[src/pcg_pkg.sv]
// Package for the power and clock gating controller: register map, field layouts,
// reset values and timing constants.
// Assumes a single 50 MHz system clock and a word-aligned 32-bit register port.
package pcg_pkg;

    // ****************************************
    // Register byte offsets
    // ****************************************
    localparam logic [7:0] OFS_SYS_CLK_EN = 8'h00;
    localparam logic [7:0] OFS_SYS_CLK_DIS = 8'h04;
    localparam logic [7:0] OFS_SYS_CLK_STAT = 8'h08;
    localparam logic [7:0] OFS_PER_CLK_EN = 8'h10;
    localparam logic [7:0] OFS_PER_CLK_DIS = 8'h14;
    localparam logic [7:0] OFS_PER_CLK_STAT = 8'h18;
    localparam logic [7:0] OFS_MCLK_CFG = 8'h20;
    localparam logic [7:0] OFS_USB_CFG = 8'h24;
    localparam logic [7:0] OFS_FAST_START = 8'h28;
    localparam logic [7:0] OFS_CTRL_STAT = 8'h2C;
    localparam logic [7:0] OFS_PW_EN = 8'h30;
    localparam logic [7:0] OFS_PW_DIS = 8'h34;
    localparam logic [7:0] OFS_PW_STAT = 8'h38;
    localparam logic [7:0] OFS_PW_ACT = 8'h3C;
    localparam logic [7:0] OFS_PW_GLOBAL = 8'h40;
    localparam logic [7:0] OFS_TICK_CAL = 8'h44;

    // ****************************************
    // Field positions
    // ****************************************
    localparam int USB_CLOCK_BIT_POS = 5;
    localparam int SRC_SEL_LSB = 0;
    localparam int DIV_SEL_LSB = 4;
    localparam int USB_SEL_POS = 0;
    localparam int USB_DIV_LSB = 8;
    localparam int LOW_POWER_POS = 20;
    localparam int MCLK_READY_POS = 3;
    localparam int ACTIVITY_POS = 0;

    // ****************************************
    // Encodings and reset values
    // ****************************************
    localparam logic [1:0] SRC_SLOW = 2'h0;
    localparam logic [1:0] SRC_MAIN_RC = 2'h1;
    localparam logic [1:0] SRC_FIRST_PLL = 2'h2;
    localparam logic [1:0] SRC_USB_PLL = 2'h3;
    localparam logic [2:0] DIV_SEL_DIV3 = 3'h7;
    localparam logic [2:0] DIV_SEL_RESET = 3'h0;
    localparam logic [1:0] RC_FREQ_4MHZ = 2'h0;
    localparam logic [31:0] TICK_CAL_VALUE = 32'h0000927C; // 37500

    typedef struct packed {
        logic [1:0] src_sel;
        logic [2:0] div_sel;
    } pcg_mclk_cfg_t;

    typedef struct packed {
        logic usb_sel;
        logic [3:0] usb_div;
    } pcg_usb_cfg_t;

    localparam pcg_mclk_cfg_t MCLK_CFG_RESET = '{src_sel: SRC_MAIN_RC, div_sel: DIV_SEL_RESET};

    // ****************************************
    // Timing
    // ****************************************
    localparam int CLK_MHZ = 50;
    localparam int MCLK_SWITCH_NS = 200;
    localparam int MCLK_SWITCH_CYCLES = (MCLK_SWITCH_NS * CLK_MHZ + 999) / 1000;

endpackage

[src/pcg_ctrl.sv]
// Power and clock gating controller: master clock selection and prescaler, processor
// sleep gating, USB clock gate, per-peripheral gates and asynchronous partial wake-up.
// Assumes core, interrupt and wait-mode signals are on clk; peripheral requests and
// source-ready levels are asynchronous and synchronised here.
// How it works
// - Reset selects main RC clock at 4 MHz
// - Source select plus power-of-two or three prescaler
// - Config write clears ready until clock runs
// - Wait instructions stop core clock when low-power clear
// - Core clock on after reset, interrupt re-enables
// - Current instruction finishes; other masters keep running
// - Tick calibration reads constant 37500
// - USB source select and divider setting
// - USB clock enabled, disabled, status readable
// - USB needs USB clock and peripheral clock
// - Peripheral clock enable, disable, status registers
// - Disable stops at once; all off after reset
// - Bit position equals peripheral identifier
// - Wait mode clocks only requesting peripheral
// - Wake request wakes system, else clock stops
// - Wake request turns partial wake-up off
// - Active mode: armed peripheral clocked on request
// - Active wake request disarms, clock stays on
// - Withdrawn request stops clock until reasserted
`timescale 1ns/1ps

module pcg_ctrl
    import pcg_pkg::*;
#(
    parameter int NUM_PERIPH = 32,
    parameter int SWITCH_CYCLES = pcg_pkg::MCLK_SWITCH_CYCLES
)
(
    input wire logic clk,
    input wire logic reset,
    input wire logic [7:0] reg_addr,
    input wire logic [31:0] reg_wdata,
    input wire logic reg_write,
    input wire logic reg_read,
    output logic [31:0] reg_rdata,
    input wire logic [3:0] source_ready_async,
    input wire logic core_wfi,
    input wire logic core_wfe,
    input wire logic core_instr_done,
    input wire logic irq_wake,
    input wire logic wait_mode,
    input wire logic [NUM_PERIPH-1:0] periph_clk_req_async,
    input wire logic [NUM_PERIPH-1:0] periph_wake_req_async,
    output pcg_pkg::pcg_mclk_cfg_t master_clock_cfg,
    output logic [1:0] main_rc_freq_sel,
    output logic master_clock_tick,
    output logic master_clock_ready,
    output logic cpu_clock_en,
    output logic bus_clock_en,
    output pcg_pkg::pcg_usb_cfg_t usb_cfg,
    output logic usb_clock_en,
    output logic [NUM_PERIPH-1:0] periph_clock_en,
    output logic system_wake
);
    // Refuse sizes that the 32-bit register words and the 8-bit switch counter cannot hold
    if (NUM_PERIPH < 1 || NUM_PERIPH > 32)
    begin
        $error("pcg_ctrl: NUM_PERIPH must be 1 to 32");
    end
    if (SWITCH_CYCLES < 1 || SWITCH_CYCLES > 255)
    begin
        $error("pcg_ctrl: SWITCH_CYCLES must be 1 to 255");
    end

    // ****************************************
    // Synchronisers for asynchronous inputs
    // ****************************************
    logic [3:0] src_meta_reg;
    logic [3:0] src_sync_reg;
    logic [NUM_PERIPH-1:0] req_meta_reg;
    logic [NUM_PERIPH-1:0] req_sync_reg;
    logic [NUM_PERIPH-1:0] wake_meta_reg;
    logic [NUM_PERIPH-1:0] wake_sync_reg;

    always_ff @(posedge clk or posedge reset)
    begin
        if (reset)
        begin
            src_meta_reg <= '0;
            src_sync_reg <= '0;
            req_meta_reg <= '0;
            req_sync_reg <= '0;
            wake_meta_reg <= '0;
            wake_sync_reg <= '0;
        end
        else
        begin
            src_meta_reg <= source_ready_async;
            src_sync_reg <= src_meta_reg;
            req_meta_reg <= periph_clk_req_async;
            req_sync_reg <= req_meta_reg;
            wake_meta_reg <= periph_wake_req_async;
            wake_sync_reg <= wake_meta_reg;
        end
    end

    // ****************************************
    // Register decode
    // ****************************************
    function automatic logic hit(input logic [7:0] addr, input logic [7:0] ofs);
        hit = (addr[7:2] == ofs[7:2]);
    endfunction

    wire wr_sys_en = reg_write && hit(reg_addr, OFS_SYS_CLK_EN);
    wire wr_sys_dis = reg_write && hit(reg_addr, OFS_SYS_CLK_DIS);
    wire wr_per_en = reg_write && hit(reg_addr, OFS_PER_CLK_EN);
    wire wr_per_dis = reg_write && hit(reg_addr, OFS_PER_CLK_DIS);
    wire wr_mclk = reg_write && hit(reg_addr, OFS_MCLK_CFG);
    wire wr_usb = reg_write && hit(reg_addr, OFS_USB_CFG);
    wire wr_fast = reg_write && hit(reg_addr, OFS_FAST_START);
    wire wr_pw_en = reg_write && hit(reg_addr, OFS_PW_EN);
    wire wr_pw_dis = reg_write && hit(reg_addr, OFS_PW_DIS);
    wire [NUM_PERIPH-1:0] wdata_bits = reg_wdata[NUM_PERIPH-1:0];

    // ****************************************
    // Master clock selection and prescaler
    // ****************************************
    pcg_mclk_cfg_t mclk_cfg_reg;
    logic mclk_ready_reg;
    logic [7:0] switch_cnt_reg;
    logic [6:0] div_cnt_reg;
    logic tick_reg;

    wire pcg_mclk_cfg_t mclk_cfg_next = wr_mclk ?
        pcg_mclk_cfg_t'{src_sel: reg_wdata[SRC_SEL_LSB +: 2], div_sel: reg_wdata[DIV_SEL_LSB +: 3]} :
        mclk_cfg_reg;
    wire [6:0] div_last = (mclk_cfg_reg.div_sel == DIV_SEL_DIV3) ? 7'h02 :
        7'((8'h01 << mclk_cfg_reg.div_sel) - 8'h01);
    wire sel_src_ready = src_sync_reg[mclk_cfg_reg.src_sel];
    wire switch_done = (switch_cnt_reg == 8'h00);
    wire [7:0] switch_cnt_next = wr_mclk ? 8'(SWITCH_CYCLES) :
        (switch_done ? 8'h00 : switch_cnt_reg - 8'h01);
    // A write always restarts the switch, so the clear takes priority here
    wire mclk_ready_next = wr_mclk ? 1'b0 : (mclk_ready_reg | (switch_done & sel_src_ready));
    wire div_wrap = (div_cnt_reg >= div_last);
    wire [6:0] div_cnt_next = (wr_mclk || div_wrap) ? 7'h00 : div_cnt_reg + 7'h01;
    // Tick only once the new clock is established, so no short period leaks out
    wire tick_next = div_wrap && mclk_ready_reg && !wr_mclk;

    always_ff @(posedge clk or posedge reset)
    begin
        if (reset)
        begin
            mclk_cfg_reg <= MCLK_CFG_RESET;
            mclk_ready_reg <= 1'b0;
            switch_cnt_reg <= 8'(SWITCH_CYCLES);
            div_cnt_reg <= '0;
            tick_reg <= 1'b0;
        end
        else
        begin
            mclk_cfg_reg <= mclk_cfg_next;
            mclk_ready_reg <= mclk_ready_next;
            switch_cnt_reg <= switch_cnt_next;
            div_cnt_reg <= div_cnt_next;
            tick_reg <= tick_next;
        end
    end

    assign master_clock_cfg = mclk_cfg_reg;
    assign main_rc_freq_sel = RC_FREQ_4MHZ;
    assign master_clock_tick = tick_reg;
    assign master_clock_ready = mclk_ready_reg;

    // ****************************************
    // Processor clock and sleep
    // ****************************************
    logic low_power_reg;
    logic sleep_pending_reg;
    logic cpu_en_reg;

    wire sleep_req = (core_wfi || core_wfe) && !low_power_reg;
    // Interrupt wins over a sleep that would start in the same cycle
    wire sleep_pending_next = irq_wake ? 1'b0 :
        ((sleep_pending_reg || sleep_req) && !(cpu_en_reg == 1'b0));
    wire cpu_en_next = irq_wake ? 1'b1 :
        ((sleep_pending_reg || sleep_req) && core_instr_done ? 1'b0 : cpu_en_reg);

    always_ff @(posedge clk or posedge reset)
    begin
        if (reset)
        begin
            low_power_reg <= 1'b0;
            sleep_pending_reg <= 1'b0;
            cpu_en_reg <= 1'b1;
        end
        else
        begin
            low_power_reg <= wr_fast ? reg_wdata[LOW_POWER_POS] : low_power_reg;
            sleep_pending_reg <= sleep_pending_next;
            cpu_en_reg <= cpu_en_next;
        end
    end

    // Wait mode stops the core too; the sleep state itself is kept for the return
    assign cpu_clock_en = cpu_en_reg && !wait_mode;
    // Bus clock is never gated by sleep so other masters keep transferring
    assign bus_clock_en = !wait_mode;

    // ****************************************
    // USB clock
    // ****************************************
    pcg_usb_cfg_t usb_cfg_reg;
    logic usb_on_reg;

    wire usb_on_next = (usb_on_reg || (wr_sys_en && reg_wdata[USB_CLOCK_BIT_POS])) &&
        !(wr_sys_dis && reg_wdata[USB_CLOCK_BIT_POS]);

    always_ff @(posedge clk or posedge reset)
    begin
        if (reset)
        begin
            usb_cfg_reg <= '0;
            usb_on_reg <= 1'b0;
        end
        else
        begin
            usb_cfg_reg <= wr_usb ? pcg_usb_cfg_t'{usb_sel: reg_wdata[USB_SEL_POS],
                usb_div: reg_wdata[USB_DIV_LSB +: 4]} : usb_cfg_reg;
            usb_on_reg <= usb_on_next;
        end
    end

    assign usb_cfg = usb_cfg_reg;
    // The USB port also needs its own peripheral gate from the vector below
    assign usb_clock_en = usb_on_reg && !wait_mode;

    // ****************************************
    // Peripheral gates and partial wake-up
    // ****************************************
    logic [NUM_PERIPH-1:0] per_on_reg;
    logic [NUM_PERIPH-1:0] pw_en_reg;
    logic wake_reg;

    // Bit n of every vector is peripheral identifier n
    wire [NUM_PERIPH-1:0] per_on_next = (per_on_reg | (wr_per_en ? wdata_bits : '0)) &
        ~(wr_per_dis ? wdata_bits : '0);
    wire [NUM_PERIPH-1:0] wake_hit = wake_sync_reg & pw_en_reg;
    // A wake event beats a software enable in the same cycle
    wire [NUM_PERIPH-1:0] pw_en_next = ((pw_en_reg | (wr_pw_en ? wdata_bits : '0)) &
        ~(wr_pw_dis ? wdata_bits : '0)) & ~wake_hit;
    wire [NUM_PERIPH-1:0] armed_clk = pw_en_reg & (req_sync_reg | wake_sync_reg);
    wire [NUM_PERIPH-1:0] plain_clk = ~pw_en_reg & {NUM_PERIPH{!wait_mode}};
    wire [NUM_PERIPH-1:0] activity = req_sync_reg & pw_en_reg;

    always_ff @(posedge clk or posedge reset)
    begin
        if (reset)
        begin
            per_on_reg <= '0;
            pw_en_reg <= '0;
            wake_reg <= 1'b0;
        end
        else
        begin
            per_on_reg <= per_on_next;
            pw_en_reg <= pw_en_next;
            wake_reg <= |wake_hit;
        end
    end

    // Combinational gate so a disable or withdrawn request stops the clock at once
    assign periph_clock_en = per_on_reg & (armed_clk | plain_clk);
    assign system_wake = wake_reg;

    // ****************************************
    // Read path
    // ****************************************
    function automatic logic [31:0] widen(input logic [NUM_PERIPH-1:0] v);
        widen = 32'(v);
    endfunction

    wire [31:0] mclk_word = (32'(mclk_cfg_reg.src_sel) << SRC_SEL_LSB) |
        (32'(mclk_cfg_reg.div_sel) << DIV_SEL_LSB);
    wire [31:0] usb_word = (32'(usb_cfg_reg.usb_sel) << USB_SEL_POS) |
        (32'(usb_cfg_reg.usb_div) << USB_DIV_LSB);
    wire [31:0] read_mux =
        hit(reg_addr, OFS_SYS_CLK_STAT) ? (32'(usb_on_reg) << USB_CLOCK_BIT_POS) :
        hit(reg_addr, OFS_PER_CLK_STAT) ? widen(per_on_reg) :
        hit(reg_addr, OFS_MCLK_CFG) ? mclk_word :
        hit(reg_addr, OFS_USB_CFG) ? usb_word :
        hit(reg_addr, OFS_FAST_START) ? (32'(low_power_reg) << LOW_POWER_POS) :
        hit(reg_addr, OFS_CTRL_STAT) ? (32'(mclk_ready_reg) << MCLK_READY_POS) :
        hit(reg_addr, OFS_PW_STAT) ? widen(pw_en_reg) :
        hit(reg_addr, OFS_PW_ACT) ? widen(activity) :
        hit(reg_addr, OFS_PW_GLOBAL) ? (32'(|activity) << ACTIVITY_POS) :
        hit(reg_addr, OFS_TICK_CAL) ? TICK_CAL_VALUE :
        32'h00000000;

    always_ff @(posedge clk or posedge reset)
    begin
        if (reset)
            reg_rdata <= '0;
        else
            reg_rdata <= reg_read ? read_mux : 32'h00000000;
    end

endmodule

[config.mk]
export PLATFORM = sky130hd
export DESIGN_NAME = pcg_ctrl
export DESIGN_NICKNAME = d
export VERILOG_FILES = /design/src/pcg_pkg.sv /design/src/pcg_ctrl.sv
export SDC_FILE = /design/constraint.sdc
export NUM_CORES = 1
export LEC_CHECK = 0
export BUFFER_PORTS_ARGS = -buffer_cell sky130_fd_sc_hd__buf_2
export CORE_MARGIN = 1
export CORE_UTILIZATION = 55
export CTS_CLUSTER_SIZE = 30
export DETAILED_ROUTE_END_ITERATION = 6
export PLACE_DENSITY = 0.8
export SLEW_MARGIN = 40
export SYNTH_ARGS = -nofsm -noshare
export SYNTH_HDL_FRONTEND = slang
export SYNTH_SLANG_ARGS = --single-unit
export TNS_END_PERCENT = 10
[constraint.sdc]
create_clock -name clk -period 9.2 [get_ports clk]
set_input_delay 0.46 -clock clk [delete_from_list [all_inputs] [get_ports clk]]
set_output_delay 0.46 -clock clk [all_outputs]
set_load 0.01 [all_outputs]
; ---- Word-level counts from Yosys, hierarchy flattened
; Cells that the tools add are included.
; Widths: inputs -> output; s select.
[op_classes]
n_reduce_logical = 32
bitwise_logic = 20
n_eq_ne = 16
shifts = 1
magnitude_cmp = 2
addsub = 3
n_mux = 25
[ops]
columns = cell, count
row1 = $mux 32, 13
row2 = $and 32x32->32, 8
row3 = $not 32->32, 4
row4 = $or 32x32->32, 4
row5 = $reduce_or 32->1, 2
row6 = $eq 6x4->1 const B, 8
row7 = $mux 16, 2
row8 = $logic_and 1x1->1, 19
row9 = $eq 6x3->1 const B, 3
row10 = $mux 8, 2
row11 = $mux 7, 2
row12 = $eq 6x5->1 const B, 2
row13 = $or 1x12->12, 1
row14 = $logic_not 8->1, 1
row15 = $sub 8x1->8 const B, 1
row16 = $add 7x1->7 const B, 1
row17 = $ge 7x7->1, 1
row18 = $or 2x7->7, 1
row19 = $shl 1x3->7 const A, 1
row20 = $sub 7x1->7 const B, 1
row21 = $eq 6x1->1 const B, 1
row22 = $eq 6x2->1 const B, 1
row23 = $logic_not 6->1, 1
row24 = $mux 1, 5
row25 = 8 further kinds, 14
[word_totals]
output_inout_bits = 82
in_bits = 117
wordCells = 121
ff_bits = 264

; ---- Logic depth before layout (Yosys ltp)
[logic_depth]
word_depth = 12
ltp_mapped = 9
mapped_depth_nobuf = 8

; ---- Worst setup path before layout
; No wires, ideal clock.
[synth_path]
kind = register to register
from = register mclk_cfg_reg, in the netlist master_clock_cfg[2]
to = register tick_reg (netlist: master_clock_tick)
slack_ns = 7.111
period_less_slack_ns = 2.089
setup_time_ns = 0.120
path_stages_with_launch = 10
required_time_ns = 9.080
arrival_ns = 1.969
cell_sequence = dfrtp_1 clkbuf_1 and3_1 nor2_1 ha_1 nand2b_1 a21o_1 a21oi_1 o211ai_1 and3_1
[synth_via]
elab_chain_len = 6
word_cells_on_any_way = 7
[synth_lines]
columns = item, line_no
row1 = from (decl), pcg_ctrl.sv:123  ; pcg_mclk_cfg_t mclk_cfg_reg;
row2 = from (signal assigned), pcg_ctrl.sv:157  ; mclk_cfg_reg <= mclk_cfg_next;
row3 = $shl 1x3->7, pcg_ctrl.sv:133  ; 7'((8'h01 << mclk_cfg_reg.div_sel) - 8'h01);
row4 = $sub 7x1->7, pcg_ctrl.sv:133
row5 = $mux 7 *, pcg_ctrl.sv:132  ; wire [6:0] div_last = (mclk_cfg_reg.div_sel == DIV_SEL_DIV3) ? 7'h02 :
row6 = $ge 7x7->1 *, pcg_ctrl.sv:140  ; wire div_wrap = (div_cnt_reg >= div_last);
row7 = $logic_and 1x1->1 * (2 in a row), pcg_ctrl.sv:143  ; wire tick_next = div_wrap && mclk_ready_reg && !wr_mclk;
row8 = named net tick_next, pcg_ctrl.sv:143
row9 = to (signal assigned), pcg_ctrl.sv:161  ; tick_reg <= tick_next;
row10 = to (decl), pcg_ctrl.sv:127  ; logic tick_reg;
; Mark *: on every way through the listed nets, which the timed path passes. The rest lies on a longest branch.
; A chain may end at the register's enable or synchronous reset.

; ---- Worst setup path in the final report
[layout_path]
from = register mclk_cfg_reg, in the netlist master_clock_cfg[1]
to = register tick_reg (netlist: master_clock_tick)
; The elaborated chain is that of the path after synthesis.

==> run summary <==
The maximum ir drop on the vdd rail came out at around 200 uV. The post-route DRC violation count is 0. The synthesized area divided by synthesized cell count came out at about 12 sq um.

The clock-pin transition on the worst setup and hold timing paths came out at ~60 ps. The most numerous cell type found on the critical path is sky130_fd_sc_hd__and3_1. On the critical path, the stage with the largest delay is an instance of sky130_fd_sc_hd__dfrtp_1. The count of routing violations after the opening detailed-route iteration came out at about 800. The count of final max-slew check failures came out at 0.

In this run the worst hold path is classified as in2async. The via total after detailed routing is approximately 7,900. Leaving out fill and tap cells, the most frequent cells in the layout are 260 x sky130_fd_sc_hd__dfrtp_1, 194 x sky130_fd_sc_hd__buf_2, 106 x sky130_fd_sc_hd__a21oi_1. After clock tree synthesis, the repair step resized 0 gates. From left edge to right edge, the die measures between 100 and 150 um. The largest fanout on the critical path is 9. The required time at the worst-slack endpoint came out at roughly 9700 ps.

The combined global-route utilization of all metal layers is 28.6%. Detailed placement finished with a half-perimeter wire length of 17,900 um. The synthesis-to-layout area growth came out at 21.8%. The count of cell types in the netlist is 50. For this run, the post-layout net count is about 1,200. The register-to-register setup slack is 6930 ps. Measured in cells, the most critical reg-to-reg path has a length of 8. The post-detailed-route via-to-cell ratio is about 6.1. The fraction of layout cells with a size suffix above 1 is 28.9%. The fraction of registers with async set or reset after synthesis came out at between 90% and 100%. The highest achievable clock rate is 440 MHz. In the synthesized netlist, the number of instances is between 800 and 900. The most frequent standard cell in the layout excluding fill and tap cells is sky130_fd_sc_hd__dfrtp_1. TritonCTS built the clock tree. Together, buffers and inverters on the worst path number 0. The worst pin sits at a relative slew slack of approximately 44%.

The wire length of the first global-routing pass came out at just over 40,000 um. The via count of the first global-routing pass came out at 7,620. TritonCTS created 27 clock buffers.

The count of maximum capacitance violations came out at 0. In this run the power density over the cells is roughly 220 nW/um^2. The number of flops mapped to enable cells by yosys came out at 0. The area of the mapped netlist came out at roughly 10,000 sq um. The number of hold violations in the final report came out at 0.

The maximum level of the CTS H-tree came out at 1. Between clock sinks in the finished design, the worst skew comes to 14.9 ps. Ranked by total cell area, the synthesized netlist is headed by sky130_fd_sc_hd__dfrtp_1 64%, sky130_fd_sc_hd__a21oi_1 5.2%, sky130_fd_sc_hd__a31o_2 2.8%. The routability congestion estimate from global placement came out at a little under 0.9. After detailed routing, the average wire length per cell comes to between 20 and 25 um. The run finished with clean final reports. The share of the synthesized area in the top cell type came out at ~64%. The count of buffers added by post-CTS timing repair for setup came out at 0.

The remaining antenna violation count after routing is 0. The flip-flop and latch count after synthesis is approximately 260. The count of synthesis-stage warnings from yosys came out at 0. Wires add up to approximately 27,000 um. The critical path arrival is 2730 ps. The post-route fraction of the period consumed by the critical path is between 20% and 30%. The terminus of the critical flop-to-flop path is master_clock_tick. For this design the top-level I/O count stands at 199.

The initial antenna violation count is 4. The largest total area in the synthesized netlist belongs to sky130_fd_sc_hd__dfrtp_1. Entering global routing, the biggest net connects approximately 110 pins. The sum of negative setup slack is 0 ps.

The total placed cells including tap cells is 1,248. The largest buffer count on any clock path came out at 3. The final critical-path required period came out at 2270 ps.

The total grt overflow came out at 0. The origin of the critical flop-to-flop path is master_clock_cfg[1]. The leakage dissipation came out at 5.95 nW.

The primary flip-flop cell chosen by synthesis mapping is sky130_fd_sc_hd__dfrtp_1. Once layout is complete, the cells apart from fillers number between 1,000 and 1,500. Once the floorplan was initialized, standard cells occupied 56.3% of the core. The floorplan has 49 rows. The worst setup path is captured at a flip-flop.

The setup-violating endpoint count in the final report is 0. The number of iterations in the first detailed-routing pass came out at 6. The type of the worst setup path is reg2reg. The total die area is 19,000 sq um. STA classifies the critical path startpoint as a flip-flop. On the critical path the largest part of the delay comes from compound AO/OA/AOI/OAI gates.

The worst stage delay on the critical path came out at around 570 ps. The later-pin clock latency in the skew report is 530 ps. The pin slew with the least headroom to its limit came out at ~830 ps. The count of hold-fix buffers inserted at cts is 0. During placement, the flow inserted port buffers numbering between 150 and 200.

The overall die height came out at around 140 um. Setup repair after global routing left no endpoint under its margin. The tree is rooted in a sky130_fd_sc_hd__clkbuf_16. Summing the sequential cell areas from Yosys gives 65.2% of the chip area. The placeable core region is 18,000 sq um. The count of clock tree sinks is between 200 and 300. Walking the worst path, the cells encountered are and3_1 > nor2_1 > ha_1 > nand2b_1 > a21o_1 > a21oi_1 > o211ai_1 > and3_1.

The number of fill cells in the layout is about 1,300.
[cells in the mapped netlist, types with 3 or more instances]
cell,number
sky130_fd_sc_hd__dfrtp_1,260
sky130_fd_sc_hd__ha_1,10
sky130_fd_sc_hd__inv_1,39
sky130_fd_sc_hd__nor2b_1,4
sky130_fd_sc_hd__nor2_1,63
sky130_fd_sc_hd__nand3b_1,3
sky130_fd_sc_hd__nand3_1,12
sky130_fd_sc_hd__a21o_1,21
sky130_fd_sc_hd__a222oi_1,4
sky130_fd_sc_hd__a32oi_1,5
sky130_fd_sc_hd__mux2_2,6
sky130_fd_sc_hd__a211oi_1,32
sky130_fd_sc_hd__and3_1,6
sky130_fd_sc_hd__buf_4,3
sky130_fd_sc_hd__clkbuf_1,16
sky130_fd_sc_hd__nor3_1,9
sky130_fd_sc_hd__a21oi_1,106
sky130_fd_sc_hd__a22o_1,8
sky130_fd_sc_hd__nand2b_1,8
sky130_fd_sc_hd__dfstp_2,4
sky130_fd_sc_hd__xnor2_1,6
sky130_fd_sc_hd__nand4_1,7
sky130_fd_sc_hd__a31o_2,32
sky130_fd_sc_hd__a22oi_1,21
sky130_fd_sc_hd__o21ai_0,39
sky130_fd_sc_hd__buf_2,15
sky130_fd_sc_hd__nand2_1,45
sky130_fd_sc_hd__a31oi_1,4
sky130_fd_sc_hd__a221oi_1,7
sky130_fd_sc_hd__a32o_1,18
sky130_fd_sc_hd__xor2_1,7
sky130_fd_sc_hd__and2_1,3
[worst max-delay path by stage]
stage                             start                 to  cells past startpoint
detailed placement          reg_addr[2]      reg_rdata[16]                      7
floorplan                         reset     div_cnt_reg[0]                      1
finish              master_clock_cfg[1]  master_clock_tick                      8
global route        master_clock_cfg[1]  master_clock_tick                      8
CTS                 master_clock_cfg[1]  master_clock_tick                      8
global placement            reg_addr[2]      reg_rdata[13]                      6
[layout make-up]
class                   instances  area [sq um]  share of cell area [%]
flip-flops and latches        264          6610                    53.5
inverters                      39           154                    1.25
multi-input cells             512          3240                    26.3
repair buffers                204          1060                    8.56
diodes                          4          10.0                  0.0810
clock inverters                12           194                    1.57
clock buffers                  38           797                    6.45
well taps                     229           287                    2.32
[report_power, final]
part	switching [mW]	internal (mW)	total [mW]
logic	0.151	0.110	0.261
clock network	0.443	0.743	1.19
registers	0.0742	1.25	1.33
[worst reg2reg max path, delay by kind of cell (launching register included)]
kind / cells / cell delay, ps
flip-flops: 1 / 570
AO/OA/AOI/OAI: 3 / 710
adder cells (fa/ha/maj): 1 / 270
AND/OR/NAND/NOR: 4 / 670
[cell families after synthesis]
family / after synthesis / share of synthesized area [%]
AOI/OAI and AO/OA: 302 / 19.9
DFF: 264 / 65.2
and+or+nand+nor: 176 / 8.49
buffers and inverters: 73 / 3.00
xor gates and xnor gates: 13 / 1.12
adders and majority gates: 10 / 1.23
muxes: 8 / 0.987
other: 2 / 0.0741
[metrics by stage]
stage | area [sq um] | util [%] | power (mW) | hold WS, ps | setup slack (ps)
3_3_place_gp | 11300 | 62.9 | 1.59 | 332 | 6510
2_1_floorplan | 10100 | - | 1.49 | 331 | 1480
3_5_place_dp | 11400 | 63.0 | 1.60 | 335 | 6640
6_report | 12400 | 68.5 | 2.77 | 27.3 | 6930
5_1_grt | 12300 | 68.5 | 2.88 | 7.10 | 6810
4_1_cts | 12300 | 68.5 | 2.79 | 10.0 | 6950
[layer usage]
| layer | vias up | GRT usage (%) | part of all wire, % |
|---|---|---|---|
| li1 | 3489 | - | - |
| met1 | 3907 | 38.2 | 39 |
| met2 | 457 | 45.1 | 48 |
| met3 | 83 | 5.56 | 8.8 |
| met4 | 0 | 14.2 | 3.6 |
| met5 | - | 0 | 0 |
Power figures use the tool's default switching activity.
